==> src/core/cmr_pkg.sv <==
package cmr_pkg;

    // Serial frame: read/write flag, 15 address bits, 8 data bits, MSB first
    localparam int FRAME_BITS = 24;
    localparam int HEADER_BITS = 16;
    localparam int ADDR_W = 15;

    // Cycles for the strap synchroniser to refill after reset release
    localparam int GRADE_SETTLE_CYCLES = 2;

    // Register offsets
    localparam logic [14:0] ADDR_IFACE_SELECT = 15'h0007;
    localparam logic [14:0] ADDR_SAMPLING_LOOP_AUTOZERO_CTRL = 15'h0011;
    localparam logic [14:0] ADDR_BIT_MAP_LOAD_CTRL = 15'h0013;
    localparam logic [14:0] ADDR_PATTERN_VALUE_LOW = 15'h0014;
    localparam logic [14:0] ADDR_PATTERN_VALUE_MID = 15'h0015;
    localparam logic [14:0] ADDR_PATTERN_SELECT_AND_VALUE_HIGH = 15'h0016;

    // Reset values
    localparam logic [7:0] RST_IFACE_SELECT = 8'h00;
    localparam logic [7:0] RST_SAMPLING_LOOP_AUTOZERO_CTRL = 8'h00;
    localparam logic [7:0] RST_BIT_MAP_LOAD_CTRL = 8'h00;
    localparam logic [7:0] RST_PATTERN_VALUE_LOW = 8'h00;
    localparam logic [7:0] RST_PATTERN_VALUE_MID = 8'h00;
    localparam logic [7:0] RST_PATTERN_SELECT_AND_VALUE_HIGH = 8'h00;

    // Field positions
    localparam int SAMPLING_LOOP_POWERDOWN_BIT = 2;
    localparam int AUTOZERO_CONTROL_BIT = 0;
    localparam int BIT_MAP_LOAD_TRIGGER_BIT = 0;
    localparam int CHAN_B_PATTERN_SELECT_MSB = 7;
    localparam int CHAN_B_PATTERN_SELECT_LSB = 5;
    localparam int PATTERN_VALUE_HIGH_MSB = 1;

    // Channel B selector codes
    localparam logic [2:0] SEL_CODE_NORMAL = 3'h0;
    localparam logic [2:0] SEL_CODE_RAMP = 3'h2;
    localparam logic [2:0] SEL_CODE_CONSTANT = 3'h3;

    typedef enum logic [1:0] {
        CMR_SRC_NORMAL,
        CMR_SRC_RAMP,
        CMR_SRC_CONSTANT
    } cmr_source_type;

endpackage

==> src/core/cmr_config_regs.sv <==
module cmr_config_regs
    import cmr_pkg::*;
(
    // Clock and reset
    input wire logic sys_clk,
    input wire logic reset,
    // Serial control port pins
    input wire logic ctrl_sen_n,
    input wire logic ctrl_sclk,
    input wire logic ctrl_sdi,
    output logic ctrl_sdo,
    output logic ctrl_sdo_oe,
    // Speed grade strap, high on the fastest grade
    input wire logic grade_fast_strap,
    // Sampling and auto-zero controls
    output logic sampling_loop_powerdown,
    output logic sampling_window_quarter,
    output logic autozero_active,
    // Bit mapping
    output logic [7:0] bit_map_select,
    output logic bit_map_loaded,
    // Test pattern
    output logic [17:0] fixed_pattern_value,
    output cmr_pkg::cmr_source_type chan_b_source
);
    import cmr_pkg::*;

    typedef struct packed {
        logic [7:0] iface_select;
        logic [7:0] sampling_loop_autozero_ctrl;
        logic [7:0] bit_map_load_ctrl;
        logic [7:0] pattern_value_low;
        logic [7:0] pattern_value_mid;
        logic [7:0] pattern_select_and_value_high;
        logic grade_taken;
        logic grade_fast;
        logic [1:0] grade_wait;
        logic loop_pdn;
        logic window_quarter;
        logic autozero_on;
        logic [7:0] bit_map;
        logic map_loaded;
        logic [17:0] pattern;
        cmr_source_type source;
    } cmr_regs_state_type;

    cmr_regs_state_type state;
    cmr_regs_state_type next_state;

    logic [3:0] pins_sync;
    logic wr_strobe;
    logic [14:0] wr_addr;
    logic [7:0] wr_data;
    logic [14:0] rd_addr;
    logic [7:0] rd_data;

    function automatic logic [7:0] reg_read(input cmr_regs_state_type s,
                                            input logic [14:0] addr);
        logic [7:0] value;
        value = 8'h00;
        case (addr)
            ADDR_IFACE_SELECT: value = s.iface_select;
            ADDR_SAMPLING_LOOP_AUTOZERO_CTRL: value = s.sampling_loop_autozero_ctrl;
            ADDR_BIT_MAP_LOAD_CTRL: value = s.bit_map_load_ctrl;
            ADDR_PATTERN_VALUE_LOW: value = s.pattern_value_low;
            ADDR_PATTERN_VALUE_MID: value = s.pattern_value_mid;
            ADDR_PATTERN_SELECT_AND_VALUE_HIGH: value = s.pattern_select_and_value_high;
            default: value = 8'h00;
        endcase
        return value;
    endfunction

    // Decodes the channel B selector; unused codes fall back to normal data
    function automatic cmr_source_type decode_source(input logic [2:0] code);
        cmr_source_type src;
        src = CMR_SRC_NORMAL;
        case (code)
            SEL_CODE_RAMP: src = CMR_SRC_RAMP;
            SEL_CODE_CONSTANT: src = CMR_SRC_CONSTANT;
            default: src = CMR_SRC_NORMAL;
        endcase
        return src;
    endfunction

    cmr_sync u_sync (
        .sys_clk(sys_clk),
        .reset(reset),
        .async_in({grade_fast_strap, ctrl_sdi, ctrl_sclk, ctrl_sen_n}),
        .sync_out(pins_sync)
    );

    cmr_serial_port u_port (
        .sys_clk(sys_clk),
        .reset(reset),
        .sen_n(pins_sync[0]),
        .sclk(pins_sync[1]),
        .sdi(pins_sync[2]),
        .wr_strobe(wr_strobe),
        .wr_addr(wr_addr),
        .wr_data(wr_data),
        .rd_addr(rd_addr),
        .rd_data(rd_data),
        .sdo(ctrl_sdo),
        .sdo_oe(ctrl_sdo_oe)
    );

    assign rd_data = reg_read(state, rd_addr);

    always_comb begin
        logic pdn_bit;
        logic az_bit;
        pdn_bit = 1'b0;
        az_bit = 1'b0;
        next_state = state;
        next_state.map_loaded = 1'b0;

        // Grade strap caught once, after the synchroniser has refilled from reset
        if (!state.grade_taken) begin
            if (state.grade_wait == 2'(GRADE_SETTLE_CYCLES)) begin
                next_state.grade_taken = 1'b1;
                next_state.grade_fast = pins_sync[3];
            end else begin
                next_state.grade_wait = state.grade_wait + 2'h1;
            end
        end

        if (wr_strobe) begin
            // All bits are stored as written; unassigned ones drive nothing
            case (wr_addr)
                ADDR_IFACE_SELECT: next_state.iface_select = wr_data;
                ADDR_SAMPLING_LOOP_AUTOZERO_CTRL: begin
                    next_state.sampling_loop_autozero_ctrl = wr_data;
                end
                ADDR_BIT_MAP_LOAD_CTRL: begin
                    next_state.bit_map_load_ctrl = wr_data;
                    // Mapping loads when the trigger returns from one to zero
                    if (state.bit_map_load_ctrl[BIT_MAP_LOAD_TRIGGER_BIT]
                        && !wr_data[BIT_MAP_LOAD_TRIGGER_BIT]) begin
                        next_state.bit_map = state.iface_select;
                        next_state.map_loaded = 1'b1;
                        // Load wipes earlier settings except 0x07 and 0x13
                        next_state.sampling_loop_autozero_ctrl =
                            RST_SAMPLING_LOOP_AUTOZERO_CTRL;
                        next_state.pattern_value_low = RST_PATTERN_VALUE_LOW;
                        next_state.pattern_value_mid = RST_PATTERN_VALUE_MID;
                        next_state.pattern_select_and_value_high =
                            RST_PATTERN_SELECT_AND_VALUE_HIGH;
                    end
                end
                ADDR_PATTERN_VALUE_LOW: next_state.pattern_value_low = wr_data;
                ADDR_PATTERN_VALUE_MID: next_state.pattern_value_mid = wr_data;
                ADDR_PATTERN_SELECT_AND_VALUE_HIGH: begin
                    next_state.pattern_select_and_value_high = wr_data;
                end
                default: next_state.iface_select = state.iface_select;
            endcase
        end

        pdn_bit = state.sampling_loop_autozero_ctrl[SAMPLING_LOOP_POWERDOWN_BIT];
        az_bit = state.sampling_loop_autozero_ctrl[AUTOZERO_CONTROL_BIT];

        // Loop can be powered down only on the fastest grade
        next_state.loop_pdn = state.grade_fast && pdn_bit;
        next_state.window_quarter = !(state.grade_fast && pdn_bit);
        // Auto-zero polarity depends on grade
        if (state.grade_fast) begin
            next_state.autozero_on = az_bit;
        end else begin
            next_state.autozero_on = !az_bit;
        end

        // Constant word or ramp step, MSB in the high register
        next_state.pattern = {
            state.pattern_select_and_value_high[PATTERN_VALUE_HIGH_MSB:0],
            state.pattern_value_mid,
            state.pattern_value_low
        };
        next_state.source = decode_source(
            state.pattern_select_and_value_high[CHAN_B_PATTERN_SELECT_MSB:
                                                CHAN_B_PATTERN_SELECT_LSB]);
    end

    always_ff @(posedge sys_clk or posedge reset) begin
        if (reset) begin
            state <= '0;
            state.iface_select <= RST_IFACE_SELECT;
            state.sampling_loop_autozero_ctrl <= RST_SAMPLING_LOOP_AUTOZERO_CTRL;
            state.bit_map_load_ctrl <= RST_BIT_MAP_LOAD_CTRL;
            state.pattern_value_low <= RST_PATTERN_VALUE_LOW;
            state.pattern_value_mid <= RST_PATTERN_VALUE_MID;
            state.pattern_select_and_value_high <= RST_PATTERN_SELECT_AND_VALUE_HIGH;
            state.window_quarter <= 1'b1;
            state.source <= CMR_SRC_NORMAL;
        end else begin
            state <= next_state;
        end
    end

    assign sampling_loop_powerdown = state.loop_pdn;
    assign sampling_window_quarter = state.window_quarter;
    assign autozero_active = state.autozero_on;
    assign bit_map_select = state.bit_map;
    assign bit_map_loaded = state.map_loaded;
    assign fixed_pattern_value = state.pattern;
    assign chan_b_source = state.source;

endmodule

==> src/core/cmr_serial_port.sv <==
module cmr_serial_port
    import cmr_pkg::*;
(
    // Clock and reset
    input wire logic sys_clk,
    input wire logic reset,
    // Synchronised pins
    input wire logic sen_n,
    input wire logic sclk,
    input wire logic sdi,
    // Register access
    output logic wr_strobe,
    output logic [14:0] wr_addr,
    output logic [7:0] wr_data,
    output logic [14:0] rd_addr,
    input wire logic [7:0] rd_data,
    // Serial data out
    output logic sdo,
    output logic sdo_oe
);

    typedef struct packed {
        logic sclk_d;
        logic [4:0] bit_cnt;
        logic [23:0] shift;
        logic rw;
        logic [14:0] addr;
        logic load_pend;
        logic [7:0] out_sh;
        logic sdo;
        logic sdo_oe;
        logic wr_strobe;
        logic [14:0] wr_addr;
        logic [7:0] wr_data;
    } cmr_port_state_type;

    cmr_port_state_type state;
    cmr_port_state_type next_state;

    always_comb begin
        next_state = state;
        next_state.wr_strobe = 1'b0;
        next_state.sclk_d = sclk;
        if (sen_n) begin
            next_state.bit_cnt = 5'h00;
            next_state.load_pend = 1'b0;
            next_state.sdo_oe = 1'b0;
            next_state.sdo = 1'b0;
        end else begin
            if (state.load_pend) begin
                next_state.load_pend = 1'b0;
                next_state.out_sh = rd_data;
                next_state.sdo = rd_data[7];
                next_state.sdo_oe = 1'b1;
            end
            if (sclk && !state.sclk_d && state.bit_cnt < 5'(FRAME_BITS)) begin
                next_state.shift = {state.shift[22:0], sdi};
                next_state.bit_cnt = state.bit_cnt + 5'h01;
                if (state.bit_cnt == 5'(HEADER_BITS - 1)) begin
                    next_state.rw = state.shift[14];
                    next_state.addr = {state.shift[13:0], sdi};
                    next_state.load_pend = state.shift[14];
                end
                if (state.bit_cnt == 5'(FRAME_BITS - 1) && !state.rw) begin
                    next_state.wr_strobe = 1'b1;
                    next_state.wr_addr = state.addr;
                    next_state.wr_data = {state.shift[6:0], sdi};
                end
            end
            if (!sclk && state.sclk_d && state.sdo_oe) begin
                next_state.out_sh = {state.out_sh[6:0], 1'b0};
                next_state.sdo = state.out_sh[6];
            end
        end
    end

    always_ff @(posedge sys_clk or posedge reset) begin
        if (reset) begin
            state <= '0;
        end else begin
            state <= next_state;
        end
    end

    assign wr_strobe = state.wr_strobe;
    assign wr_addr = state.wr_addr;
    assign wr_data = state.wr_data;
    assign rd_addr = state.addr;
    assign sdo = state.sdo;
    assign sdo_oe = state.sdo_oe;

endmodule

==> src/core/cmr_sync.sv <==
module cmr_sync (
    // Clock and reset
    input wire logic sys_clk,
    input wire logic reset,
    // Raw pin levels
    input wire logic [3:0] async_in,
    // Levels on sys_clk
    output logic [3:0] sync_out
);

    typedef struct packed {
        logic [3:0] stage1;
        logic [3:0] stage2;
    } cmr_sync_state_type;

    cmr_sync_state_type state;
    cmr_sync_state_type next_state;

    always_comb begin
        next_state.stage1 = async_in;
        next_state.stage2 = state.stage1;
    end

    always_ff @(posedge sys_clk or posedge reset) begin
        if (reset) begin
            state <= '0;
        end else begin
            state <= next_state;
        end
    end

    assign sync_out = state.stage2;

endmodule

==> config.mk <==
export PLATFORM = sky130hd
export DESIGN_NAME = cmr_config_regs
export DESIGN_NICKNAME = d
export VERILOG_FILES = /design/src/core/cmr_pkg.sv /design/src/core/cmr_config_regs.sv /design/src/core/cmr_serial_port.sv /design/src/core/cmr_sync.sv
export SDC_FILE = /design/constraint.sdc
export NUM_CORES = 1
export LEC_CHECK = 0
export ABC_AREA = 1
export BUFFER_PORTS_ARGS = -buffer_cell sky130_fd_sc_hd__buf_4
export CAP_MARGIN = 40
export CORE_MARGIN = 2
export CORE_UTILIZATION = 35
export DETAILED_ROUTE_END_ITERATION = 7
export GPL_ROUTABILITY_DRIVEN = 0
export PLACE_DENSITY = 0.49
export SLEW_MARGIN = 30
export SYNTH_ARGS = -nofsm -noshare
export SYNTH_HDL_FRONTEND = slang
export SYNTH_HIERARCHICAL = 1
export SYNTH_SLANG_ARGS = --single-unit
export TNS_END_PERCENT = 10
==> constraint.sdc <==
create_clock -name sys_clk -period 4.1 [get_ports sys_clk]
set_input_delay 1.025 -clock sys_clk [delete_from_list [all_inputs] [get_ports sys_clk]]
set_output_delay 1.025 -clock sys_clk [all_outputs]
set_load 0.05 [all_outputs]
==> results of run 1 <==
worst max-delay path, stage by stage, from the launching register on:
cell and delay (ps):
dfrtp_1 390, nor2_1 110, nand2_1 60, nor2_2 560
buf_4 380, nand4_1 160, o21ai_0 140, inv_1 70
nand2_1 70, nand2_1 60, o21ai_0 170
flip-flops by register name, summed over array words and instances (netlist names), 2 cells and up:
register	count
bit_map_select	8
chan_b_source	2
fixed_pattern_value	18
next_state	18
state	34
u_port/rd_addr	15
u_port/state	30
u_port/wr_addr	15
u_port/wr_data	8
u_sync/next_state	4
u_sync/sync_out	4
power by group:
part | internal, mW | switching, mW | leakage, nW
sequential | 1.63 | 0.0283 | 2.23
clock | 0.912 | 0.716 | 0.282
combinational | 0.0196 | 0.0570 | 1.85
cell type report:
cell class	count	area, um2
timing repair buffer	46	370
fill	2255	13400
clock inverter	15	170
inverter	77	292
clock buffer	17	425
tap	280	350
sequential	163	4080
multi-input combinational	559	2670
cell usage in the layout, fill, tap and decap left out, drive strengths merged:
cell	synthesis	layout
xor2	2	2
nand4	68	68
a31oi	1	1
bufinv	0	2
buf	94	46
nand2	311	311
clkinvlp	0	3
nand3	58	58
a21oi	10	10
dfrtp	162	162
o21ai	53	53
ha	3	3
dfstp	1	1
clkinv	1	6
inv	76	81
clkbuf	6	17
nor2	48	48
nor3	4	4
xnor2	1	1
routing by layer:
layer | vias up | global-route usage, % | share of wire (%) | wire, um
met5 | - | 0 | 0 | 0
met4 | 0 | 6.97 | 2.7 | 484
met3 | 28 | 2.76 | 3.6 | 634
met2 | 108 | 24.2 | 45 | 7940
met1 | 2549 | 22.4 | 49 | 8720
li1 | 2762 | - | - | -
cell families after synthesis:
family / count (synthesis) / share of synthesized area (%)
flops: 163 / 52.7
compound gates: 64 / 4.54
xor+xnor: 3 / 0.340
simple gates: 489 / 29.0
buf+inv: 177 / 12.9
fa+ha+maj: 3 / 0.485
worst max-delay path by stage:
| stage | start | endpoint | slack, ps | depth (start not counted) |
|---|---|---|---|---|
| CTS | u_port/rd_addr[11] | u_port/state[26] | 1840 | 10 |
| detailed placement | u_port/rd_addr[11] | u_port/state[26] | 1860 | 10 |
| global route | u_port/rd_addr[13] | u_port/state[26] | 1580 | 10 |
| global placement | u_port/rd_addr[11] | u_port/state[26] | 1860 | 10 |
| floorplan | reset | autozero_active | 910 | 1 |
| finish | u_port/rd_addr[13] | u_port/state[26] | 1820 | 10 |
==> impl_metrics.ini, run 1 <==
[status]
status = completed

[hold_path]
worstHoldStart = u_sync/next_state[3]
hold_path_depth = 0
hold_path_class = register to register
hold_end = u_sync/sync_out[3]

[floorplan]
pin_count = 40
rows = 54
chipWidth_um = 153
start_util_pct = 35.6
die_h_um = 153
core_region_area_um2 = 21800
die_area_um2 = 23300

[synthesis]
synthCells = 899
yosys.area.top_type = dfrtp_1
synth_edf_count = 0
ys_top_cells_by_area = dfrtp_1 52%, nand2_1 15%, buf_4 6.7%
yosys_warnings = 6
ys_ff_latch = 163
seq_area_frac_synth_pct = 52.7
yosysTopAreaCellShare_pct = 52.4
synth.avg_cell_area_um2 = 8.61
async_reset_ff_share_pct = 100
yosysMostFrequentCell = nand2_1
synth_flop_cell = dfrtp_1
syn_area_um2 = 7740
syn-num-nets = 908
synth.distinct_cells = 30
synth_commonest_cells = 303 x nand2_1, 162 x dfrtp_1, 73 x inv_1

[cts]
cts_inserted_buffers = 17
root_buffer = clkbuf_16
holdBufCountCts = 0
cts_setup_buffers = 0
h-tree-depth = 4
clkSinkCount = 163
cts_resized = 0
clockBufferDepth = 2
insertion_delay_ps = 430
cts_tree = yes
path_clk_slew_ps = 70

[critical_path]
crit_path_end_kind = register
rr_endpoint = u_port/state[26]
worstPathMaxFanout = 27
setup.worst_path.class = register to register
r2r_slack_ps = 1820
worstPathRequired_ps = 4450
crit_arrival_ps = 2630
cp-start-kind = register
ff2ff_path_depth = 10
r2r-start = u_port/rd_addr[13]

[power]
p_total_mw = 3.37
powerDensity_nw_per_um2 = 403
leakage_nw = 4.37
ir_drop_v = 0.000232

[global_routing]
grt_pass1_vias = 5286
grt_use_total_pct = 15.9
grt_first_pass_wirelength_mm = 29.3
grt-ovfl-total = 0
antenna_found_initial = 0
grt_max_degree = 85

[place]
post-dp-hpwl_mm = 12.0
placedCellCount = 1125
pre_cts_ws_ps = 1860
dpl_cell_area_um2 = 7760
port_buffers = 39

[final_layout]
fin_area_um2 = 8350
insertedDiodeCount = 0
layout.nets = 873
final_util_pct = 38.4
syn2layout_area_growth_pct = 7.94
final_cells = 1157
drive_gt1_share_pct = 13.6

[job]
cap_violations = 0

[routing]
finalWirelength_mm = 17.8
drc_errors = 0
drt-initial-drc-count = 374
wl_per_cell_um = 15.4
routed_via_density = 4.71
final_antenna_net_count = 0
vias = 5447
drtPass1Iterations = 4

[timing]
setup_slack_ps = 1820
fin_worst_skew_ps = 8.27
fin_crit_sh_pct = 55.6
tns_ps = 0
relSlewSlack_pct = 50.7
maxSlewViolCount = 0
period_needed_ps = 2280
holdWs_ps = 349
rsz0062_at_grt = false
final-setup-viol-count = 0
worstMarginPinSlew_ps = 737
fmax_ghz = 0.439
finalHoldViolCount = 0
(Power assumes the default switching activity.)
==> run 2: changes to the inputs <==
--- a/config.mk
+++ b/config.mk
@@ -5,14 +5,14 @@
 export SDC_FILE = /design/constraint.sdc
 export NUM_CORES = 1
 export LEC_CHECK = 0
-export ABC_AREA = 1
+export ABC_AREA = 0
 export BUFFER_PORTS_ARGS = -buffer_cell sky130_fd_sc_hd__buf_4
 export CAP_MARGIN = 40
 export CORE_MARGIN = 2
 export CORE_UTILIZATION = 35
 export DETAILED_ROUTE_END_ITERATION = 7
 export GPL_ROUTABILITY_DRIVEN = 0
-export PLACE_DENSITY = 0.49
+export PLACE_DENSITY = 0.5
 export SLEW_MARGIN = 30
 export SYNTH_ARGS = -nofsm -noshare
 export SYNTH_HDL_FRONTEND = slang
==> constraint.sdc (replaced) <==
create_clock -name sys_clk -period 2.2 [get_ports sys_clk]
set_input_delay 0.55 -clock sys_clk [delete_from_list [all_inputs] [get_ports sys_clk]]
set_output_delay 0.55 -clock sys_clk [all_outputs]
set_load 0.05 [all_outputs]
==> impl_metrics.ini, run 2 <==
[status]
status = completed

[synthesis]
seq_area_frac_synth_pct = 56.1
yosys_warnings = 6
synth_edf_count = 0
yosys.area.top_type = dfrtp_1
syn-num-nets = 582
synth.distinct_cells = 58
synth_compound_area_share_pct = 8.54
syn_area_um2 = 7270
ys_top_cells_by_area = dfrtp_1 56%, mux2_2 11%, buf_4 6.8%
synthCells = 573
synth_flop_cell = dfrtp_1
synth-xor-area-share_pct = 0.241
synth_top_family_by_area = multiplexers
synth_commonest_cells = 162 x dfrtp_1, 72 x mux2_2, 66 x buf_4
synthMuxAreaShare_pct = 15.1
synth-simple-area-share_pct = 9.28
ys_ff_latch = 163
yosysTopAreaCellShare_pct = 55.8
synth_fa_ha_area_share_pct = 0.516
yosysMostFrequentCell = dfrtp_1
async_reset_ff_share_pct = 100
synth.avg_cell_area_um2 = 12.7

[cts]
cts_inserted_buffers = 17
cts_tree = yes
insertion_delay_ps = 420
cts_setup_buffers = 0
clockBufferDepth = 2
root_buffer = clkbuf_16
path_clk_slew_ps = 70
h-tree-depth = 4
holdBufCountCts = 0
clkSinkCount = 163

[floorplan]
chipWidth_um = 148
core_region_area_um2 = 20300
rows = 52
start_util_pct = 35.8
die_area_um2 = 21900
die_h_um = 148
pin_count = 40

[routing]
routed_via_density = 5.00
wl_per_cell_um = 17.9
finalWirelength_mm = 15.4
drc_errors = 0
final_antenna_net_count = 0
vias = 4294
drt-initial-drc-count = 266
drtPass1Iterations = 4

[final_layout]
final_util_pct = 40.2
final_cell_mix = 161 x dfrtp_1, 72 x mux2_2, 64 x buf_4
seqCellArea_um2 = 4080
num-fill-cells = 1946
largest_reg_flops = 34
drive_gt1_share_pct = 35.1
layout.nets = 585
largest_registers = state x34, u_port/state x30
multi_input_area_um2 = 2500
syn2layout_area_growth_pct = 12.2
final_common_cell = dfrtp_1
regMostFlops = state
insertedDiodeCount = 0

[critical_path]
crit_chain = nor4_2 -> buf_4 -> nand4_1 -> buf_4 -> o32ai_2 -> a221o_1 -> mux2i_1 -> a211oi_1
worstPathRequired_ps = 2530
r2r-start = u_port/rd_addr[10]
worstPathMaxFanout = 8
cp-start-kind = register
crit_arrival_ps = 2440
setup.worst_path.class = register to register
crit_top_cell = buf_4
crit_start = u_port/rd_addr[10]
slowest_delay_ps = 410
crit_path_end_kind = register
worst_path_max_delay_cell = dfrtp_1

[place]
post-dp-hpwl_mm = 11.0
port_buffers = 39

[power]
swShare_pct = 23.8
combPwrFrac_pct = 2.9
internal_power_mw = 4.67
seqPwrFrac_pct = 51.6
ir_drop_v = 0.000422
p_total_mw = 6.13
power.net_switching_mw = 1.46
powerDensity_nw_per_um2 = 751
clkPwrFrac_pct = 45.5
leakage_nw = 3.76

[timing]
rsz0062_at_grt = false
fin_crit_sh_pct = 95.9
period_needed_ps = 2110
relSlewSlack_pct = 67.4
maxSlewViolCount = 0
final-setup-viol-count = 0
finalHoldViolCount = 0
fmax_ghz = 0.474
tns_ps = 0
holdWs_ps = 153
worstMarginPinSlew_ps = 489
fin_worst_skew_ps = 7.58

[hold_path]
hold_path_class = input port to async pin

[global_routing]
grt_pass1_vias = 4538
antenna_found_initial = 0
grt_use_total_pct = 15.3
grt-ovfl-total = 0
grt_first_pass_wirelength_mm = 25.8
grt_max_degree = 85

[job]
cap_violations = 0
-- run 2: repair_timing --
item	in CTS	in global routing
hold endpoints to repair	0	0
endpoints found under the setup margin	3	4
resized for setup	3	5
-- run 2: worst max-delay path: cells and delay by family (launching register included) --
family                 cells  cell delay, ps
flip-flops                 1             410
AND/OR/NAND/NOR            2             400
AO/OA/AOI/OAI              3             760
buffers and inverters      2             370
multiplexers               1              80
-- run 2: metrics by stage --
stage               area, um2  setup slack (ps)  cells
global placement         7550              38.5    827
finish                   8160              90.5    859
detailed placement       7550             -28.8    827
floorplan                7270              -147    573
CTS                      8130              13.2    859
global route             8160              3.20    859
-- run 2: kinds of logic after synthesis --
group,Yosys count
flops,163
buf+inv,123
simple gates,105
mux,97
compound gates,80
fa+ha+maj,3
xor+xnor,2
-- run 2: final timing paths --
kind | endpoint | slack (ps) | cells after the start
worst max-delay path | u_port/sdo | 90 | 8
worst min-delay path | u_sync/sync_out[1] | 150 | 2
worst max register to register | u_port/sdo | 90 | 8
worst min register to register | u_sync/sync_out[3] | 350 | 0
max in group asynchronous | sampling_window_quarter | 1550 | 3
min in group sys_clk | u_sync/next_state[3] | 230 | 1
-- run 2: final cells by class --
type / instances / share of cell area [%]
clock buffer: 18 / 5.38
clock inverter: 14 / 1.50
inverter: 41 / 1.93
multi-input combinational: 287 / 30.6
sequential: 163 / 50.0
tap: 270 / 4.14
timing repair buffer: 66 / 6.38
-- run 2: power by group through the flow --
stage | logic, mW | clock network (mW) | registers, mW
2_1_floorplan | 0.134 | 0 | 3.19
3_3_place_gp | 0.180 | 0 | 3.22
3_5_place_dp | 0.188 | 0 | 3.22
4_1_cts | 0.188 | 2.88 | 3.16
5_1_grt | 0.206 | 3.01 | 3.18
6_report | 0.181 | 2.79 | 3.16
-- run 2: metal layers --
layer | share of wire (%) | vias up | wire length, um | global-route usage, %
met2 | 50 | 77 | 7680 | 25.2
li1 | - | 2007 | - | -
met4 | 1.9 | 0 | 286 | 5.14
met1 | 44 | 2188 | 6830 | 20.1
met3 | 3.9 | 22 | 605 | 3.47
met5 | 0 | - | 0 | 0
==> run 3: changes to the inputs <==
--- a/config.mk
+++ b/config.mk
@@ -9,10 +9,11 @@
 export BUFFER_PORTS_ARGS = -buffer_cell sky130_fd_sc_hd__buf_4
 export CAP_MARGIN = 40
 export CORE_MARGIN = 2
-export CORE_UTILIZATION = 35
+export CORE_UTILIZATION = 25
 export DETAILED_ROUTE_END_ITERATION = 7
 export GPL_ROUTABILITY_DRIVEN = 0
-export PLACE_DENSITY = 0.5
+export PLACE_DENSITY = 0.38
+export SETUP_SLACK_MARGIN = 0.3
 export SLEW_MARGIN = 30
 export SYNTH_ARGS = -nofsm -noshare
 export SYNTH_HDL_FRONTEND = slang
==> impl_metrics.ini, run 3 (same netlist as run 2, synthesis figures left out) <==
[status]
status = completed

[power]
ir_drop_v = 0.000482
powerDensity_nw_per_um2 = 759
leakage_nw = 3.85

[global_routing]
grt_max_degree = 55
busiest_layer = met2
grt_first_pass_wirelength_mm = 27.6
use_met2_pct = 19.6
antenna_found_initial = 0
grt_use_total_pct = 11.9
met3_usage_pct = 2.67
grt-ovfl-total = 0
grt_pass1_vias = 4681
grt_util_met1_pct = 14.8

[timing]
final-setup-viol-count = 0
worstMarginPinSlew_ps = 468
fin_crit_sh_pct = 88.6
rsz0062_at_grt = true
period_needed_ps = 1950
fin_worst_skew_ps = 11.0
maxSlewViolCount = 0
finalHoldViolCount = 0
relSlewSlack_pct = 68.8
fmax_ghz = 0.513
tns_ps = 0

[routing]
final_antenna_net_count = 0
wl_per_cell_um = 17.7
vias = 4383
drt-initial-drc-count = 281
drtPass1Iterations = 7
finalWirelength_mm = 17.4
drc_errors = 0
routed_via_density = 4.46

[floorplan]
die_h_um = 175
chipWidth_um = 175
start_util_pct = 25.3
rows = 62
core_region_area_um2 = 28700
pin_count = 40
die_area_um2 = 30500

[place]
port_buffers = 39
post-dp-hpwl_mm = 12.6
placedCellCount = 945
dpl_cell_area_um2 = 7760

[final_layout]
final_common_cell = dfrtp_1
syn2layout_area_growth_pct = 17.5
largest_reg_flops = 34
num-fill-cells = 2917
fin_area_um2 = 8540
insertedDiodeCount = 0
layout.nets = 596
regMostFlops = state
drive_gt1_share_pct = 37.9
final_cells = 983
largest_registers = state x34, u_port/state x30
final_cell_mix = 160 x dfrtp_1, 72 x mux2_2, 70 x buf_4

[cts]
insertion_delay_ps = 420
holdBufCountCts = 0
root_buffer = clkbuf_16
cts_tree = yes
path_clk_slew_ps = 60
cts_inserted_buffers = 17
h-tree-depth = 4
clockBufferDepth = 2
clkSinkCount = 163

[critical_path]
slowest_delay_ps = 560
crit_path_end_kind = register
crit_arrival_ps = 2250
worstPathRequired_ps = 2500
worstPathMaxFanout = 8
crit_chain = nor4b_4 -> nand4_1 -> a2111o_2 -> a22o_1
worst_path_max_delay_cell = a2111o_2
setup.worst_path.class = register to register
cp-start-kind = register

[hold_path]
hold_path_class = input port to async pin

[job]
cap_violations = 0
## run 3: changes by cell type in the layout (fill, tap and decap cells not counted), moves of 2 or more
| cell | previous run | this run |
|---|---|---|
| buf_4 | 64 | 70 |
| a221oi_1 | 6 | 3 |
| a221oi_2 | 0 | 3 |
| buf_12 | 2 | 5 |
| bufinv_16 | 0 | 3 |
| o32ai_1 | 4 | 1 |
| o32ai_2 | 5 | 8 |
| buf_6 | 0 | 2 |
| clkinv_2 | 2 | 0 |
| o21ai_0 | 19 | 17 |
| o21ai_1 | 0 | 2 |
## run 3: final timing paths
check | from | end | slack [ps] | cells after the start
min reg2reg | u_sync/next_state[2] | u_sync/sync_out[2] | 350 | 0
max in group asynchronous | reset | u_port/wr_addr[1] | 1460 | 3
min | reset | bit_map_select[0] | 30 | 2
max reg2reg | u_port/wr_addr[3] | next_state[4] | 250 | 4
max | u_port/wr_addr[3] | next_state[4] | 250 | 4
min in group sys_clk | ctrl_sclk | u_sync/next_state[1] | 240 | 1
## run 3: cell type report
type,instances,area [um2],share of cell area (%)
Multi-Input combinational cell,287,2550,29.9
Sequential cell,163,4080,47.8
Timing Repair Buffer,77,648,7.59
Inverter,41,158,1.85
Tap cell,384,480,5.62
Clock buffer,17,425,4.98
Clock inverter,14,195,2.28
## run 3: repair_timing
| item | CTS | global route |
|---|---|---|
| setup buffers | 6 | 1 |
| endpoints found under the setup margin | 41 | 46 |
| resized for setup | 17 | 6 |
| cloned | 0 | 0 |
| pin swaps | 12 | 2 |
## run 3: power breakdown
part | leakage [nW] | internal (mW) | total [mW] | switching [mW]
sequential | 2.22 | 3.08 | 3.17 | 0.0864
combinational | 1.32 | 0.0864 | 0.190 | 0.103
clock | 0.300 | 1.82 | 3.13 | 1.31
total | 3.85 | 4.99 | 6.48 | 1.50
## run 3: per-layer routing
layer  up-vias  wire length, um  part of all wire (%)
met5         -                0                     0
li1       2024                -                     -
met4         0              687                   4.0
met2        84             8460                    49
met1      2246             7710                    44
met3        29              506                   2.9
## run 3: stage by stage
step / hold slack, ps / setup WS, ps / util [%] / power, mW
finish: 33.7 / 252 / 29.8 / 6.48
global route: 13.2 / 165 / 29.8 / 6.75
CTS: 14.0 / 263 / 29.7 / 6.61
detailed placement: 341 / -55.1 / 27.0 / 3.43
global placement: 334 / -112 / 27.0 / 3.42
floorplan: 331 / -147 / - / 3.32
## run 3: worst max-delay path, delay by kind of cell (launching register included)
kind | cells | cell delay (ps)
DFF | 1 | 430
and+or+nand+nor | 2 | 570
AOI/OAI and AO/OA | 2 | 830
